## src/hw/lpc_pkg.sv

```systemverilog
// Package: register map, field layout, counts and carrier structs of the error counters
package lpc_pkg;

  // ----------------------------------------------------------------
  // Register indices (byte address is four times the index)
  // ----------------------------------------------------------------
  localparam logic [7:0] LPC_IDX_CFG    = 8'h41;
  localparam logic [7:0] LPC_IDX_LCV_HI = 8'h42;
  localparam logic [7:0] LPC_IDX_LCV_LO = 8'h43;
  localparam logic [7:0] LPC_IDX_PCV_HI = 8'h44;
  localparam logic [7:0] LPC_IDX_PCV_LO = 8'h45;
  localparam logic [7:0] LPC_IDX_SEC_HI = 8'h46;
  localparam logic [7:0] LPC_IDX_SEC_LO = 8'h47;
  localparam logic [7:0] LPC_IDX_MODE   = 8'h50;

  // ----------------------------------------------------------------
  // counter_config fields
  // ----------------------------------------------------------------
  localparam int LPC_CFG_XZ_EN    = 0;
  localparam int LPC_CFG_MOS_SEL  = 1;
  localparam int LPC_CFG_FS_EN    = 2;
  localparam int LPC_CFG_E1_CV    = 3;
  localparam int LPC_CFG_MANUAL   = 4;
  localparam int LPC_CFG_SHORT    = 5;
  localparam int LPC_CFG_TRIGGER  = 6;
  localparam logic [7:0] LPC_CFG_WMASK = 8'h7F;
  localparam logic [7:0] LPC_CFG_RESET = 8'h00;

  // ----------------------------------------------------------------
  // line_mode fields
  // ----------------------------------------------------------------
  localparam int LPC_MODE_E1   = 0;
  localparam int LPC_MODE_ESF  = 1;
  localparam int LPC_MODE_B8ZS = 2;
  localparam logic [2:0] LPC_MODE_RESET = 3'h0;

  // ----------------------------------------------------------------
  // Counts
  // ----------------------------------------------------------------
  localparam logic [13:0] LPC_FRAMES_1S       = 14'h1F40;
  localparam logic [13:0] LPC_FRAMES_T1_SHORT = 14'h014D;
  localparam logic [13:0] LPC_FRAMES_E1_SHORT = 14'h01F4;
  localparam logic [4:0]  LPC_ZRUN_PLAIN      = 5'h10;
  localparam logic [4:0]  LPC_ZRUN_B8ZS       = 5'h08;
  localparam logic [15:0] LPC_COUNT_MAX       = 16'hFFFF;

  // ----------------------------------------------------------------
  // Carriers
  // ----------------------------------------------------------------
  typedef struct packed {
    logic        psel;
    logic        penable;
    logic        pwrite;
    logic [11:0] paddr;
    logic [3:0]  pstrb;
    logic [31:0] pwdata;
  } lpc_apb_req_t;

  typedef struct packed {
    logic        pready;
    logic [31:0] prdata;
    logic        pslverr;
  } lpc_apb_rsp_t;

  typedef struct packed {
    logic bpv;
    logic cv;
    logic bit_valid;
    logic bit_mark;
    logic b8zs_codeword;
    logic ft_err;
    logic fs_err;
    logic crc6_err;
    logic fps_err;
    logic crc4_err;
    logic fas_err;
    logic mf_boundary;
    logic frame_pulse;
    logic receive_sync_lost;
    logic crc4_sync_lost;
    logic fas_search;
    logic cas_mf_search;
    logic crc4_mf_search;
  } lpc_line_ev_t;

endpackage : lpc_pkg

```

## src/hw/lpc_apb_slave.sv

```systemverilog
// APB slave front end: registered ready, read data and error response
`timescale 1ns/100ps
module lpc_apb_slave (
  // Clock and reset
  input  wire logic              clock,
  input  wire logic              arst_n,
  // Bus
  input  wire lpc_pkg::lpc_apb_req_t apb_req,
  output lpc_pkg::lpc_apb_rsp_t      apb_rsp,
  // Register file side
  input  wire logic [31:0]       rd_data,
  input  wire logic              rd_hit,
  output logic                   wr_en
);

  typedef struct packed {
    lpc_pkg::lpc_apb_rsp_t rsp;
  } lpc_slv_state_t;

  lpc_slv_state_t st_r;
  lpc_slv_state_t st_nxt;

  // ----------------------------------------------------------------
  // Answer one cycle after setup, so pready rises in the access phase
  // ----------------------------------------------------------------
  always_comb begin
    st_nxt             = st_r;
    st_nxt.rsp.pready  = 1'b0;
    st_nxt.rsp.pslverr = 1'b0;
    st_nxt.rsp.prdata  = 32'h0000_0000;
    if (apb_req.psel && !apb_req.penable) begin
      st_nxt.rsp.pready  = 1'b1;
      st_nxt.rsp.pslverr = ~rd_hit;
      st_nxt.rsp.prdata  = (rd_hit && !apb_req.pwrite) ? rd_data : 32'h0000_0000;
    end
  end

  always_ff @(posedge clock or negedge arst_n) begin
    if (!arst_n) begin
      st_r <= '0;
    end else begin
      st_r <= st_nxt;
    end
  end

  assign apb_rsp = st_r.rsp;
  // Errored writes are dropped
  assign wr_en   = apb_req.psel && apb_req.penable && apb_req.pwrite &&
                   st_r.rsp.pready && !st_r.rsp.pslverr;

endmodule : lpc_apb_slave

```

## src/hw/lpc_interval_timer.sv

```systemverilog
// Frame-counting timer for automatic counter updates
`timescale 1ns/100ps
module lpc_interval_timer (
  // Clock and reset
  input  wire logic        clock,
  input  wire logic        arst_n,
  // Control
  input  wire logic        hold,
  input  wire logic        frame_pulse,
  input  wire logic [13:0] limit,
  // Event
  output logic             tick
);

  typedef struct packed {
    logic [13:0] cnt;
    logic        tick;
  } lpc_tmr_state_t;

  lpc_tmr_state_t st_r;
  lpc_tmr_state_t st_nxt;

  // ----------------------------------------------------------------
  // Interval counting in received frames
  // ----------------------------------------------------------------
  always_comb begin
    st_nxt      = st_r;
    st_nxt.tick = 1'b0;
    if (hold) begin
      st_nxt.cnt = 14'h0000;
    end else if (frame_pulse) begin
      // Shortening the limit mid-interval must not strand the count above it
      if (st_r.cnt >= limit - 14'h0001) begin
        st_nxt.cnt  = 14'h0000;
        st_nxt.tick = 1'b1;
      end else begin
        st_nxt.cnt = st_r.cnt + 14'h0001;
      end
    end
  end

  always_ff @(posedge clock or negedge arst_n) begin
    if (!arst_n) begin
      st_r <= '0;
    end else begin
      st_r <= st_nxt;
    end
  end

  assign tick = st_r.tick;

endmodule : lpc_interval_timer

```

## src/hw/lpc_counters.sv

```systemverilog
// Line, path and sync error counters with APB access and latched count registers
//
// The APB slave port was decided locally.
`timescale 1ns/100ps

// Notes on behaviour
// - E1 line count: BPV or CV by select
// - Line count bytes at 42h and 43h
// - T1 ESF path count: CRC6 errors
// - T1 D4 path count: Ft, plus Fs when enabled
// - T1 path count halts on sync loss
// - E1 path count: each CRC-4 error
// - E1 path halts on FAS/CRC-4 loss
// - Path count bytes at 44h and 45h
// - T1 sync count: multiframes out of sync
// - T1 sync count: Ft or FPS errors
// - E1 sync count: FAS word errors
// - E1 no FAS count while searching
// - Sync count bytes at 46h and 47h
// - Auto update latches and restarts counters
// - Manual trigger rise latches next clock
// - Counters saturate, never roll over
// - T1 line count: BPV, optional zero runs
module lpc_counters (
  // Clock and reset
  input  wire logic                  clock,
  input  wire logic                  arst_n,
  // Register bus
  input  wire lpc_pkg::lpc_apb_req_t apb_req,
  output lpc_pkg::lpc_apb_rsp_t      apb_rsp,
  // Receive framer and line decoder events
  input  wire lpc_pkg::lpc_line_ev_t line_ev
);

  // ----------------------------------------------------------------
  // State
  // ----------------------------------------------------------------
  typedef struct packed {
    logic [7:0]  cfg;
    logic [2:0]  mode;
    logic [15:0] lcv_run;
    logic [15:0] pcv_run;
    logic [15:0] sec_run;
    logic [15:0] lcv_held;
    logic [15:0] pcv_held;
    logic [15:0] sec_held;
    logic [4:0]  zero_run;
    logic        trig_prev;
  } lpc_cnt_state_t;

  lpc_cnt_state_t st_r;
  lpc_cnt_state_t st_nxt;

  logic        wr_en;
  logic        rd_hit;
  logic [31:0] rd_data;
  logic        tick;
  logic [13:0] interval;
  logic [7:0]  bus_idx;

  // ----------------------------------------------------------------
  // Helpers
  // ----------------------------------------------------------------
  // Restart wins over count but keeps an event of the same cycle
  function automatic logic [15:0] lpc_next_count(input logic [15:0] cnt,
                                                 input logic        inc,
                                                 input logic        restart);
    logic [15:0] res;
    res = cnt;
    if (restart) begin
      res = {15'h0000, inc};
    end else if (inc && cnt != lpc_pkg::LPC_COUNT_MAX) begin
      res = cnt + 16'h0001;
    end
    return res;
  endfunction : lpc_next_count

  function automatic logic [7:0] lpc_byte_of(input logic [15:0] val,
                                             input logic        high);
    return high ? val[15:8] : val[7:0];
  endfunction : lpc_byte_of

  // ----------------------------------------------------------------
  // Event selection
  // ----------------------------------------------------------------
  // Line code violations, never gated by sync loss
  function automatic logic lpc_line_inc(input lpc_pkg::lpc_line_ev_t evt,
                                        input logic [7:0]            cfg,
                                        input logic                  e1,
                                        input logic                  b8zs,
                                        input logic                  xz_event);
    logic inc;
    inc = 1'b0;
    if (e1) begin
      inc = cfg[lpc_pkg::LPC_CFG_E1_CV] ? evt.cv : evt.bpv;
    end else begin
      // Substituted codewords are the decoder's, not errors
      inc = (evt.bpv && !(b8zs && evt.b8zs_codeword)) ||
            (cfg[lpc_pkg::LPC_CFG_XZ_EN] && xz_event);
    end
    return inc;
  endfunction : lpc_line_inc

  // Path violations
  function automatic logic lpc_path_inc(input lpc_pkg::lpc_line_ev_t evt,
                                        input logic [7:0]            cfg,
                                        input logic                  e1,
                                        input logic                  esf);
    logic inc;
    inc = 1'b0;
    if (e1) begin
      // CAS multiframe loss alone does not gate
      inc = evt.crc4_err && !evt.receive_sync_lost &&
            !evt.crc4_sync_lost;
    end else if (!evt.receive_sync_lost) begin
      if (esf) begin
        inc = evt.crc6_err;
      end else begin
        inc = evt.ft_err ||
              (cfg[lpc_pkg::LPC_CFG_FS_EN] && evt.fs_err);
      end
    end
    return inc;
  endfunction : lpc_path_inc

  // Sync errors
  function automatic logic lpc_sync_inc(input lpc_pkg::lpc_line_ev_t evt,
                                        input logic [7:0]            cfg,
                                        input logic                  e1,
                                        input logic                  esf);
    logic inc;
    logic search;
    inc    = 1'b0;
    search = evt.fas_search || evt.cas_mf_search || evt.crc4_mf_search;
    if (e1) begin
      inc = evt.fas_err && !evt.receive_sync_lost;
      if (search) begin
        inc = 1'b0;
      end
    end else if (cfg[lpc_pkg::LPC_CFG_MOS_SEL]) begin
      // Counts whole multiframes spent out of sync
      inc = evt.mf_boundary && evt.receive_sync_lost;
    end else if (!evt.receive_sync_lost) begin
      inc = esf ? evt.fps_err : evt.ft_err;
    end
    return inc;
  endfunction : lpc_sync_inc

  // ----------------------------------------------------------------
  // Bus front end
  // ----------------------------------------------------------------
  lpc_apb_slave u_slave (
    .clock   (clock),
    .arst_n  (arst_n),
    .apb_req (apb_req),
    .apb_rsp (apb_rsp),
    .rd_data (rd_data),
    .rd_hit  (rd_hit),
    .wr_en   (wr_en)
  );

  assign bus_idx = apb_req.paddr[9:2];

  // Reads only mux held counts, config and mode, so they never disturb counting
  always_comb begin
    rd_hit  = (apb_req.paddr[1:0] == 2'h0) && (apb_req.paddr[11:10] == 2'h0);
    rd_data = 32'h0000_0000;
    unique case (bus_idx)
      lpc_pkg::LPC_IDX_CFG: begin
        rd_data[7:0] = st_r.cfg;
      end
      lpc_pkg::LPC_IDX_MODE: begin
        rd_data[2:0] = st_r.mode;
      end
      lpc_pkg::LPC_IDX_LCV_HI: begin
        rd_data[7:0] = lpc_byte_of(st_r.lcv_held, 1'b1);
      end
      lpc_pkg::LPC_IDX_LCV_LO: begin
        rd_data[7:0] = lpc_byte_of(st_r.lcv_held, 1'b0);
      end
      lpc_pkg::LPC_IDX_PCV_HI: begin
        rd_data[7:0] = lpc_byte_of(st_r.pcv_held, 1'b1);
      end
      lpc_pkg::LPC_IDX_PCV_LO: begin
        rd_data[7:0] = lpc_byte_of(st_r.pcv_held, 1'b0);
      end
      lpc_pkg::LPC_IDX_SEC_HI: begin
        rd_data[7:0] = lpc_byte_of(st_r.sec_held, 1'b1);
      end
      lpc_pkg::LPC_IDX_SEC_LO: begin
        rd_data[7:0] = lpc_byte_of(st_r.sec_held, 1'b0);
      end
      default: begin
        rd_hit = 1'b0;
      end
    endcase
  end

  // ----------------------------------------------------------------
  // Update timer
  // ----------------------------------------------------------------
  always_comb begin
    unique case ({st_r.cfg[lpc_pkg::LPC_CFG_SHORT], st_r.mode[lpc_pkg::LPC_MODE_E1]})
      2'b10: begin
        interval = lpc_pkg::LPC_FRAMES_T1_SHORT;
      end
      2'b11: begin
        interval = lpc_pkg::LPC_FRAMES_E1_SHORT;
      end
      default: begin
        interval = lpc_pkg::LPC_FRAMES_1S;
      end
    endcase
  end

  lpc_interval_timer u_timer (
    .clock       (clock),
    .arst_n      (arst_n),
    .hold        (st_r.cfg[lpc_pkg::LPC_CFG_MANUAL]),
    .frame_pulse (line_ev.frame_pulse),
    .limit       (interval),
    .tick        (tick)
  );

  // ----------------------------------------------------------------
  // Counting
  // ----------------------------------------------------------------
  always_comb begin
    logic        e1;
    logic        esf;
    logic        b8zs;
    logic        update;
    logic        xz_event;
    logic        lcv_inc;
    logic        pcv_inc;
    logic        sec_inc;
    logic [4:0]  zthr;

    e1        = st_r.mode[lpc_pkg::LPC_MODE_E1];
    esf       = st_r.mode[lpc_pkg::LPC_MODE_ESF];
    b8zs      = st_r.mode[lpc_pkg::LPC_MODE_B8ZS];
    update    = 1'b0;
    xz_event  = 1'b0;
    lcv_inc   = 1'b0;
    pcv_inc   = 1'b0;
    sec_inc   = 1'b0;
    zthr      = b8zs ? lpc_pkg::LPC_ZRUN_B8ZS : lpc_pkg::LPC_ZRUN_PLAIN;
    st_nxt    = st_r;

    // Register writes, low byte lane only
    if (wr_en && apb_req.pstrb[0]) begin
      if (bus_idx == lpc_pkg::LPC_IDX_CFG) begin
        st_nxt.cfg = apb_req.pwdata[7:0] & lpc_pkg::LPC_CFG_WMASK;
      end
      if (bus_idx == lpc_pkg::LPC_IDX_MODE) begin
        st_nxt.mode = apb_req.pwdata[2:0];
      end
    end

    // Update source: timer, or rising edge of the trigger bit
    st_nxt.trig_prev = st_r.cfg[lpc_pkg::LPC_CFG_TRIGGER];
    if (st_r.cfg[lpc_pkg::LPC_CFG_MANUAL]) begin
      update = st_r.cfg[lpc_pkg::LPC_CFG_TRIGGER] && !st_r.trig_prev;
    end else begin
      update = tick;
    end

    // Zero-run detector; one event per run, re-armed by a mark
    if (line_ev.bit_valid) begin
      if (line_ev.bit_mark) begin
        st_nxt.zero_run = 5'h00;
      end else if (st_r.zero_run < zthr) begin
        st_nxt.zero_run = st_r.zero_run + 5'h01;
        xz_event        = (st_r.zero_run == zthr - 5'h01);
      end
    end

    // Per-counter event selection by mode and config
    lcv_inc = lpc_line_inc(line_ev, st_r.cfg, e1, b8zs, xz_event);
    pcv_inc = lpc_path_inc(line_ev, st_r.cfg, e1, esf);
    sec_inc = lpc_sync_inc(line_ev, st_r.cfg, e1, esf);

    // Latch running counts and restart
    if (update) begin
      st_nxt.lcv_held = st_r.lcv_run;
      st_nxt.pcv_held = st_r.pcv_run;
      st_nxt.sec_held = st_r.sec_run;
    end
    st_nxt.lcv_run = lpc_next_count(st_r.lcv_run, lcv_inc, update);
    st_nxt.pcv_run = lpc_next_count(st_r.pcv_run, pcv_inc, update);
    st_nxt.sec_run = lpc_next_count(st_r.sec_run, sec_inc, update);
  end

  // ----------------------------------------------------------------
  // Registers
  // ----------------------------------------------------------------
  always_ff @(posedge clock or negedge arst_n) begin
    if (!arst_n) begin
      st_r      <= '0;
      st_r.cfg  <= lpc_pkg::LPC_CFG_RESET;
      st_r.mode <= lpc_pkg::LPC_MODE_RESET;
    end else begin
      st_r <= st_nxt;
    end
  end

endmodule : lpc_counters

```

## config.mk

```make
export PLATFORM = sky130hd
export DESIGN_NAME = lpc_counters
export DESIGN_NICKNAME = d
export VERILOG_FILES = /design/src/hw/lpc_pkg.sv /design/src/hw/lpc_apb_slave.sv /design/src/hw/lpc_interval_timer.sv /design/src/hw/lpc_counters.sv
export SDC_FILE = /design/constraint.sdc
export NUM_CORES = 1
export LEC_CHECK = 0
export ABC_CLOCK_PERIOD_IN_PS = 3970
export BUFFER_PORTS_ARGS = -buffer_cell sky130_fd_sc_hd__buf_4
export CORE_ASPECT_RATIO = 1.2
export CORE_UTILIZATION = 55
export DETAILED_ROUTE_END_ITERATION = 10
export GPL_ROUTABILITY_DRIVEN = 1
export GPL_TIMING_DRIVEN = 0
export HOLD_SLACK_MARGIN = 0.02
export PLACE_DENSITY = 0.76
export SLEW_MARGIN = 20
export SYNTH_ARGS = -nofsm -noshare
export SYNTH_HDL_FRONTEND = slang
export SYNTH_HIERARCHICAL = 1
export SYNTH_SLANG_ARGS = --single-unit
```

## constraint.sdc

```tcl
create_clock -name clock -period 3.97 [get_ports clock]
set_clock_uncertainty 0.15 [all_clocks]
set_input_delay 0.5955 -clock clock [delete_from_list [all_inputs] [get_ports clock]]
set_output_delay 0.5955 -clock clock [all_outputs]
set_load 0.005 [all_outputs]
```

After elaboration in Yosys (flattened, before gate mapping)
Index checks and enable logic that the tools add are counted.

operators by class
  eq/ne operators = 14
  reductions and logical operators = 42
  multiplexer cells = 34
  $add $sub $neg = 7
  $lt $le $gt $ge = 2
  bitwise gates (word level) = 1

operators by type and width
  kind                   number
  $mux 16                6
  $eq 8x7->1 const B     8
  $add 16x1->16 const B  3
  $ne 16x16->1 const B   3
  $pmux 5 s7             1
  $mux 34                1
  $mux 14                2
  $pmux 13 s2            1
  $pmux 3 s8             1
  $logic_and 1x1->1      20
  $mux 1                 17
  $mux 15                1
  $mux 5                 3
  $add 14x1->14 const B  1
  $ge 14x14->1           1
  $sub 13x1->14 const B  1
  $reduce_bool 2->1      5
  $mux 8                 1
  $reduce_or 8->1        1
  $logic_not 1->1        7
  $reduce_and 2->1       3
  $add 5x1->5 const B    1
  $eq 5x5->1             1
  $lt 5x5->1             1
  other kinds (5)        10

storage, ports and cells
  register bits = 161
  word-level logic and storage cells = 115
  output and inout bits = 34

Longest topological paths before layout
Gate-level depths: netlist (run 1).

  depth after elaboration = 12
  mapped depth = 16
  gate-level depth less buffers = 15

Hierarchy
Netlist (run 1), hierarchy kept.

modules (own cells, without submodules)
  module              cells each  instances  area each (sq um)  sequential area each (sq um)
  lpc_counters        644         1          5925.7             2802.7
  lpc_interval_timer  148         1          1310.0             375.4
  lpc_apb_slave       74          1          1132.3             850.8

Worst setup path before layout (run 1)
OpenSTA, ideal clock, no wires.

  path type = register to register
  start = register, netlist name st_r[110]
  end = register u_timer/st_r[10] in the netlist's numbering
  slack = 415 ps
  data arrival time = 3286 ps
  clock period less this slack = 3555 ps
  library setup time = 118 ps
  cell stages (with the launch flop) = 16
  data required time = 3702 ps
  cells stage by stage = dfrtp_1 > inv_1 > nor2_1 > inv_1 > ha_1 > or2b_2 > nor2_1 > xnor2_1 > ha_1 > nand4_1 > o21bai_1 > a311o_1 > o211ai_1 > buf_2 > o22ai_1 > a21o_1

RTL lines
  what                    RTL line                  RTL
  end signal: assignment  lpc_interval_timer.sv:46  st_r <= st_nxt;
  end: declaration        lpc_interval_timer.sv:20  lpc_tmr_state_t st_r;

==> out/summary.txt, run 1 <==
Max cap viols - 0
Seq/Total Area, Yosys - 0.481
Fin. max-slew vios - 0
Number of standard cells after synthesis - 866
Worst EP required - 4.13 ns
Register area - 4030 sq um
H-tree depth - 4
Final Worst Setup Slack - 0.341 ns
Unique masters post-synth - 73
Fill count - 1196
Largest cells by area after synthesis - dfrtp_1 48%, nand2_1 8.2%, ha_1 3.3%
Drt initial violations - 578
Hpwl dp - 14200 um
LEAKAGE - 4.69 nW
Combinational share of power - 0.150
Num rows - 49
Via count - 6885
Worst Max-Slew Pin Slew - 0.983 ns
IO Port Bufs - 73
Core area - 14900 sq um
Worst hold path class - input port to flop
Sw Share - 0.284
Vias/cell - 5.70
Root Buffer - clkbuf_16
Sequential share of power - 0.490
# setup viols final - 0
RD Place Congestion - 0.883
Hold Violations, Final - 0
Primary FF master, synth - dfrtp_1
Largest net degree at the start of global routing - 84
Yosys reg bits - 161
Mapped Area - 8370 sq um
First-pass GRT wire length - 32400 um
Crit-path max FO - 10
Total power - 4.38 mW
Clk network pwr share - 0.360
Max-slew headroom - 0.341
Cts bufs inserted - 17
Pint - 3.13 mW
Post-placement worst setup slack - -0.134 ns
Yosys top cell area share - 0.481
CTS max path bufs - 2
Asr flop ratio synth - 1.00
Vias in the first global route - 6424
Multi-input logic area - 4190 sq um
Crit path kind - flop to flop
Fraction of layout cells with a size suffix above 1 - 0.166
Synthesis-to-finish area growth - 18.5%
Status - finished clean
Net Sw Power - 1.24 mW
Ports - 105
RSZ-0062 raised after global routing - false
Mapped Avg Cell Area - 9.66 sq um
Antenna violations before repair - 0
Nets - 1084
Initial Util - 0.562
Worst setup EP type - flop
Clk sink count - 161
Worst Setup Start Kind - flop
Clock Latency Late Sink - 0.43 ns
Power Dens Cells - 442 nW/um^2
Die Span Y - 137 um
Clk slew on worst S/H paths - 0.06 ns
Routed WL - 19900 um
Placed cell area - 9320 sq um
Gr ovfl total - 0
Drt pass-1 iters - 5
Die area - 15700 sq um
Post-route cell area - 9910 sq um
Wire per inst - 16.5 um
DRC - 0
Max Freq - 276 MHz
Die Wd - 115 um
Antenna Nets Post-Route - 0
Synth warnings - 6
Util after Layout - 0.665
Worst VDD drop - 329 uV
Crit path arrival time - 3.79 ns
Final Cycle Share - 0.914
TritonCTS clock tree - built
Cell taking the most area after synthesis - dfrtp_1
Total track usage - 0.269
Post-synth EDFFs - 0
Post-layout min period - 3.63 ns
Setup TNS - 0 ns
## worst max-delay path, cell delays in order (launching register included)
cell and delay (ns):
dfrtp_1 0.48, clkinvlp_4 0.16, nor2_2 0.25, inv_1 0.12
ha_1 0.24, or2b_2 0.21, nor2_1 0.06, xnor2_1 0.14
ha_1 0.31, nand4_1 0.13, o21bai_1 0.19, a311o_1 0.30
o211ai_1 0.26, buf_4 0.26, o22ai_1 0.09, a21o_1 0.19
## what timing repair did
action                                  CTS  global route
resized for setup                         2             3
hold buffers                              1             0
endpoints found under the setup margin    6             3
hold endpoints to repair                 12             0
buffers inserted                          1             0
## cell type report
type | count | share of cell area
tap | 204 | 0.0258
antenna | 1 | 0.000252
sequential | 161 | 0.406
buffer | 43 | 0.0199
inverter | 19 | 0.00757
timing repair buffer | 76 | 0.0606
clock inverter | 9 | 0.0111
multi-input combinational | 673 | 0.422
clock buffer | 22 | 0.0458
## flip-flops by register name, indices dropped and copies added, names as in the netlist
signal and flops:
u_timer/st_r 14, u_slave/apb_rsp 34, st_r 111, u_timer/tick 1, st_nxt 1
## power by group through the flow
stage / clock network [mW] / registers (mW) / logic (mW)
after CTS: 1.60 / 2.14 / 0.655
final: 1.58 / 2.15 / 0.656
after global placement: 0 / 2.16 / 0.611
after detailed placement: 0 / 2.17 / 0.641
after floorplan: 0 / 2.08 / 0.470
after global routing: 1.68 / 2.18 / 0.761
## routing by layer
metal / GRT usage / part of all wire / routed length (um)
met5: 0 / 0 / 0
met4: 0.103 / 0.025 / 499
met3: 0.0527 / 0.044 / 881
met2: 0.438 / 0.48 / 9580
met1: 0.355 / 0.45 / 8940
## cell families after synthesis
kind of cell	share of synthesized area
other	0.000897
xor gates and xnor gates	0.0199
buffers and inverters	0.0318
and+or+nand+nor	0.256
DFF	0.481
AOI/OAI and AO/OA	0.118
muxes	0.0589
adders and majority gates	0.0329
## cells in the mapped netlist, drive strengths merged (10+ instances only)
cell type  number
a21oi          47
clkbuf         24
o21ai          19
mux2           18
nand2         184
nor4           10
nand4          16
ha             22
dfrtp         161
inv            19
mux2i          11
xnor2          14
buf            19
and3           13
a31oi          10
o31ai          18
and2           38
nor3           12
or4            25
nor2           34
nand3          36
nand2b         10
## through the flow
| step | hold slack (ns) | std cells |
|---|---|---|
| 2_1_floorplan | 0.150 | 896 |
| 3_3_place_gp | 0.280 | 1173 |
| 3_5_place_dp | 0.280 | 1174 |
| 4_1_cts | 0.197 | 1207 |
| 5_1_grt | 0.199 | 1207 |
| 6_report | 0.206 | 1208 |
## path summary, 6_finish.rpt
check | from | end | slack, ns | cells past startpoint
hold / removal | apb_req[49] | u_slave/apb_rsp[33] | 0.21 | 2
setup / recovery | st_r[110] | u_timer/st_r[3] | 0.34 | 15
max in group asynchronous | arst_n | st_r[110] | 2.24 | 3
setup reg to reg | st_r[110] | u_timer/st_r[3] | 0.34 | 15
hold reg to reg | st_nxt[0] | st_r[0] | 0.30 | 0
min in group asynchronous | arst_n | u_timer/st_r[11] | 0.56 | 2
## cells in the final DEF, fill, tap and decap left out, types with 13 or more instances in the layout
cell type,n
nand2_1,183
dfrtp_1,161
buf_4,74
a21oi_1,46
nand3_1,36
nor2_1,33
conb_1,32
and2_1,31
clkbuf_1,28
or4_1,23
ha_1,22
inv_1,18
mux2_2,18
o21ai_0,18
o31ai_1,18
clkbuf_16,17
nand4_1,16
xnor2_1,14
and3_1,13
(Power assumes the default switching activity.)
==> run 2: changes to the inputs <==
--- a/config.mk
+++ b/config.mk
@@ -6,7 +6,7 @@
 export NUM_CORES = 1
 export LEC_CHECK = 0
 export ABC_CLOCK_PERIOD_IN_PS = 3970
-export BUFFER_PORTS_ARGS = -buffer_cell sky130_fd_sc_hd__buf_4
+export BUFFER_PORTS_ARGS = -buffer_cell sky130_fd_sc_hd__clkbuf_2
 export CORE_ASPECT_RATIO = 1.2
 export CORE_UTILIZATION = 55
 export DETAILED_ROUTE_END_ITERATION = 10
==> out/summary.txt, run 2 (same netlist as run 1, synthesis figures left out) <==
Largest register FFs - 111 (unchanged)
CP peak stage delay - 0.47 ns (was 0.48 ns)
H-tree depth - 4 (unchanged)
Fraction of layout cells with a size suffix above 1 - 0.170 (was 0.166)
Cell mode on critical path - ha_1 (unchanged)
Crit path kind - flop to flop (unchanged)
Vias/cell - 5.76 (was 5.70)
Clock Latency Late Sink - 0.43 ns (about the same)
Fill count - 1209 (was 1196)
Biggest register - st_r (unchanged)
Post-placement worst setup slack - -0.0650 ns (was -0.134 ns)
Most frequent cells in the layout - 183 x nand2_1, 161 x dfrtp_1, 72 x clkbuf_2 (was 183 x nand2_1, 161 x dfrtp_1, 74 x buf_4)
Drt pass-1 iters - 7 (was 5)
Synthesis-to-finish area growth - 16.4% (was 18.5%)
Gr ovfl total - 0 (unchanged)
Max cap viols - 0 (unchanged)
Routed WL - 19900 um (about the same)
CP Buf/Inv Count - 3 (unchanged)
Worst EP required - 4.15 ns (was 4.13 ns)
Die Span Y - 137 um (unchanged)
Crit path depth - 15 (unchanged)
Crit path arrival time - 3.85 ns (was 3.79 ns)
Antenna violations before repair - 0 (unchanged)
# setup viols final - 0 (unchanged)
Crit path to - u_timer/st_r[3] (unchanged)
Clk slew on worst S/H paths - 0.07 ns (was 0.06 ns)
Max-slew headroom - 0.346 (was 0.341)
Crit-path max FO - 10 (unchanged)
Crit. Startpoint - st_r[110] (unchanged)
Die Wd - 115 um (unchanged)
Hold Violations, Final - 0 (unchanged)
Cts bufs inserted - 17 (unchanged)
Worst hold path class - input port to flop (unchanged)
Util after Layout - 0.654 (was 0.665)
RSZ-0062 raised after global routing - false (unchanged)
Dpl cells - 1175 (was 1174)
Placed cell area - 9170 sq um (was 9320 sq um)
Final Worst Setup Slack - 0.303 ns (was 0.341 ns)
DRC - 0 (unchanged)
Total track usage - 0.269 (about the same)
Worst setup EP type - flop (unchanged)
Final Cycle Share - 0.924 (was 0.914)
Antenna diodes - 0 (was 1)
Final hold slack - 0.210 ns (was 0.206 ns)
Via count - 6959 (was 6885)
Total power - 4.35 mW (was 4.38 mW)
Post-route cell area - 9740 sq um (was 9910 sq um)
Largest net degree at the start of global routing - 94 (was 84)
Status - finished clean (unchanged)
Hpwl dp - 14300 um (was 14200 um)
Num rows - 49 (unchanged)
Reg-to-Reg End - u_timer/st_r[3] (unchanged)
Cells along the critical path - clkinvlp_4 > nor2_2 > inv_1 > ha_1 > or2b_2 > nor2_1 > xnor2_1 > ha_1 > nand4_1 > o21bai_1 > a311o_1 > o211ai_1 > buf_2 > o22ai_1 > a21o_1 (was clkinvlp_4 > nor2_2 > inv_1 > ha_1 > or2b_2 > nor2_1 > xnor2_1 > ha_1 > nand4_1 > o21bai_1 > a311o_1 > o211ai_1 > buf_4 > o22ai_1 > a21o_1)
CTS max path bufs - 2 (unchanged)
TritonCTS clock tree - built (unchanged)
Worst r2r src - st_r[110] (unchanged)
Nets - 1085 (was 1084)
LEAKAGE - 4.64 nW (was 4.69 nW)
Worst Max-Slew Pin Slew - 0.977 ns (was 0.983 ns)
First-pass GRT wire length - 32600 um (was 32400 um)
Power Dens Cells - 446 nW/um^2 (was 442 nW/um^2)
RD Place Congestion - 0.875 (was 0.883)
Post-layout min period - 3.67 ns (was 3.63 ns)
R2r worst-path depth - 15 (unchanged)
Setup TNS - 0 ns (unchanged)
Non-Filler Instances - 1209 (was 1208)
Ports - 105 (unchanged)
Commonest non-fill, non-tap cell in the layout - nand2_1 (unchanged)
Antenna Nets Post-Route - 0 (unchanged)
Worst VDD drop - 306 uV (was 329 uV)
Vias in the first global route - 6629 (was 6424)
Drt initial violations - 621 (was 578)
Die area - 15700 sq um (unchanged)
Wire per inst - 16.4 um (was 16.5 um)
Root Buffer - clkbuf_16 (unchanged)
Clk sink count - 161 (unchanged)
Top delay family on crit path - compound AO/OA/AOI/OAI gates (unchanged)
Fin. max-slew vios - 0 (unchanged)
Max Freq - 273 MHz (was 276 MHz)
Reg-to-reg setup timing slack - 0.30 ns (was 0.34 ns)
Worst Setup Start Kind - flop (unchanged)
Core area - 14900 sq um (unchanged)
Initial Util - 0.562 (unchanged)
Slowest stage cell, crit path - dfrtp_1 (unchanged)
IO Port Bufs - 73 (unchanged)
-- run 2: cell count changes in the layout (fill, tap and decap cells not counted) --
cell	before	now
clkbuf_2	0	72
diode_2	1	0
bufinv_16	2	0
o311ai_1	1	0
buf_2	8	9
inv_8	0	2
buf_16	1	2
o311ai_0	4	5
clkinv_2	2	1
clkbuf_1	28	25
buf_8	1	0
inv_6	0	6
buf_4	74	1
-- run 2: worst reg2reg max path, delay by kind of cell, from the launching register on --
kind	cells	cell delay (ns)
xor+xnor	1	0.14
flops	1	0.47
fa+ha+maj	2	0.55
compound gates	5	1.04
simple gates	4	0.61
buf+inv	3	0.60
-- run 2: how the worst min path moves through the flow --
stage                start                   to  slack, ns  cells after the start
3_3_place_gp     st_nxt[0]              st_r[0]       0.29                      0
4_1_cts        apb_req[49]  u_slave/apb_rsp[33]       0.20                      2
3_5_place_dp        arst_n     u_timer/st_r[11]       0.28                      1
2_1_floorplan       arst_n            st_nxt[0]       0.15                      0
5_1_grt        apb_req[49]  u_slave/apb_rsp[33]       0.21                      2
6_report       apb_req[49]  u_slave/apb_rsp[33]       0.21                      2
-- run 2: power by group --
part	total (mW)	leakage (nW)	switching (mW)	internal, mW
logic	0.648	2.20	0.352	0.296
clock network	1.55	0.263	0.726	0.820
registers	2.15	2.18	0.262	1.89
-- run 2: final cells by class --
cell class                      instances  area [sq um]  area share
Inverter                               19          75.1     0.00771
Timing Repair Buffer                   77           447      0.0459
Tap cell                              204           255      0.0262
Sequential cell                       161          4030       0.414
Clock inverter                         14           120      0.0123
Multi-Input combinational cell        673          4190       0.430
Clock buffer                           18           429      0.0441
Buffer                                 43           195      0.0200
-- run 2: metal layers --
layer  global-route usage  up-vias  wire [um]
met3               0.0407       52       1010
met1                0.353     3362       8580
met5                    0        -          0
met4                0.112        0        566
met2                0.448      224       9720
li1                     -     3321          -
-- run 2: timing repair --
action / CTS / global route
buffers inserted: 1 / 0
endpoints found under the hold margin: 9 / 0
hold buffers: 1 / 0
resized for setup: 2 / 0
setup endpoints to repair: 6 / 0
==> run 3: changes to the inputs <==
--- a/config.mk
+++ b/config.mk
@@ -14,6 +14,7 @@
 export GPL_TIMING_DRIVEN = 0
 export HOLD_SLACK_MARGIN = 0.02
 export PLACE_DENSITY = 0.76
+export RECOVER_POWER = 50
 export SLEW_MARGIN = 20
 export SYNTH_ARGS = -nofsm -noshare
 export SYNTH_HDL_FRONTEND = slang
==> out/summary.txt, run 3 (same netlist as run 1, synthesis figures left out) <==
Status - finished with violations (was finished clean)
Failing checks - max-capacitance violations, max-slew violations
Cts bufs inserted - 17 (unchanged)
Nets - 1085 (unchanged)
Worst setup EP type - flop (unchanged)
First-pass GRT wire length - 32600 um (unchanged)
Vias/cell - 5.75 (was 5.76)
Total power - 4.34 mW (was 4.35 mW)
Drt initial violations - 621 (unchanged)
Clock Latency Late Sink - 0.43 ns (about the same)
Max Freq - 273 MHz (about the same)
Drt pass-1 iters - 7 (unchanged)
Synthesis-to-finish area growth - 15.4% (was 16.4%)
IO Port Bufs - 73 (unchanged)
Root Buffer - clkbuf_16 (unchanged)
Max cap viols - 1 (was 0)
Ports - 105 (unchanged)
Worst EP required - 4.14 ns (was 4.15 ns)
RSZ-0062 raised after global routing - false (unchanged)
Gr ovfl total - 0 (unchanged)
Hpwl dp - 14300 um (unchanged)
Num rows - 49 (unchanged)
Max-slew headroom - -0.352 (was 0.346)
Power Dens Cells - 449 nW/um^2 (was 446 nW/um^2)
Die area - 15700 sq um (unchanged)
Crit path arrival time - 3.83 ns (was 3.85 ns)
Wire per inst - 16.4 um (about the same)
Die Span Y - 137 um (unchanged)
Vias in the first global route - 6629 (unchanged)
RD Place Congestion - 0.875 (unchanged)
Antenna Nets Post-Route - 0 (unchanged)
Post-route cell area - 9660 sq um (was 9740 sq um)
Hold Violations, Final - 0 (unchanged)
Crit path kind - flop to flop (unchanged)
Placed cell area - 9170 sq um (unchanged)
Antenna violations before repair - 0 (unchanged)
H-tree depth - 4 (unchanged)
Commonest non-fill, non-tap cell in the layout - nand2_1 (unchanged)
# setup viols final - 0 (unchanged)
R2r worst-path depth - 15 (unchanged)
CTS max path bufs - 2 (unchanged)
Total track usage - 0.269 (unchanged)
Die Wd - 115 um (unchanged)
Fraction of layout cells with a size suffix above 1 - 0.140 (was 0.170)
Clk sink count - 161 (unchanged)
Routed WL - 19800 um (was 19900 um)
Initial Util - 0.562 (unchanged)
Via count - 6958 (was 6959)
Hold Crit Depth - 2 (unchanged)
Worst Max-Slew Pin Slew - 2.03 ns (was 0.977 ns)
Fin. max-slew vios - 94 (was 0)
Worst VDD drop - 302 uV (was 306 uV)
LEAKAGE - 4.52 nW (was 4.64 nW)
Largest net degree at the start of global routing - 94 (unchanged)
TritonCTS clock tree - built (unchanged)
Final Cycle Share - 0.921 (was 0.924)
Worst Setup Start Kind - flop (unchanged)
Most frequent cells in the layout - 183 x nand2_1, 161 x dfrtp_1, 55 x clkbuf_1 (was 183 x nand2_1, 161 x dfrtp_1, 72 x clkbuf_2)
Post-layout min period - 3.66 ns (was 3.67 ns)
Crit-path max FO - 10 (unchanged)
Worst hold path class - input port to flop (unchanged)
DRC - 0 (unchanged)
Util after Layout - 0.648 (was 0.654)
Biggest register - st_r (unchanged)
Largest register FFs - 111 (unchanged)
Clk slew on worst S/H paths - 0.07 ns (about the same)
Core area - 14900 sq um (unchanged)
-- run 3: worst paths after layout --
path                        startpoint                   to  slack (ns)
max in group asynchronous       arst_n  u_slave/apb_rsp[16]        0.58
max                          st_r[110]      u_timer/st_r[3]        0.31
min in group asynchronous       arst_n     u_timer/st_r[11]        0.51
min                        apb_req[49]  u_slave/apb_rsp[33]        0.21
max reg2reg                  st_r[110]      u_timer/st_r[3]        0.31
min reg2reg                   st_r[25]             st_r[25]        0.32
-- run 3: through the flow --
stage / setup WS [ns] / setup TNS [ns] / instances / hold WS (ns)
global route: 0.0264 / 0 / 1209 / 0.205
global placement: -0.642 / -101.36 / 1173 / 0.289
detailed placement: -0.0650 / -0.226 / 1175 / 0.284
finish: 0.312 / 0 / 1210 / 0.214
CTS: 0.317 / 0 / 1209 / 0.196
floorplan: 0.415 / 0 / 896 / 0.150
-- run 3: cell type report --
type	count	area (sq um)
Sequential cell	161	4030
Clock buffer	18	429
Clock inverter	14	120
Timing Repair Buffer	77	362
Tap cell	204	255
Buffer	43	195
Multi-Input combinational cell	673	4190
Antenna cell	1	2.50
Inverter	19	75.1
Fill cell	1234	5240
-- run 3: repair_timing --
item / CTS / global route
buffers inserted: 1 / 0
endpoints found under the setup margin: 6 / 0
hold buffers: 1 / 0
gates resized for setup: 2 / 0
hold endpoints to repair: 9 / 0
-- run 3: report_power, final --
part / internal [mW] / switching (mW)
registers: 1.89 / 0.261
clock network: 0.820 / 0.725
logic: 0.291 / 0.351
total: 3.00 / 1.34
-- run 3: layer usage --
layer | global-route usage | up-vias | part of all wire
met5 | 0 | - | 0
met2 | 0.448 | 220 | 0.49
met3 | 0.0407 | 47 | 0.054
li1 | - | 3323 | -
met1 | 0.353 | 3368 | 0.43
met4 | 0.112 | 0 | 0.027
-- run 3: critical path: stages, from the launching register on --
cell        delay, ns
dfrtp_1          0.48
clkinvlp_4       0.15
nor2_2           0.25
inv_1            0.14
ha_1             0.23
or2b_2           0.20
nor2_1           0.05
xnor2_1          0.14
ha_1             0.31
nand4_1          0.11
o21bai_1         0.17
a311o_1          0.30
o211ai_1         0.27
buf_2            0.31
o22ai_1          0.11
a21o_1           0.19
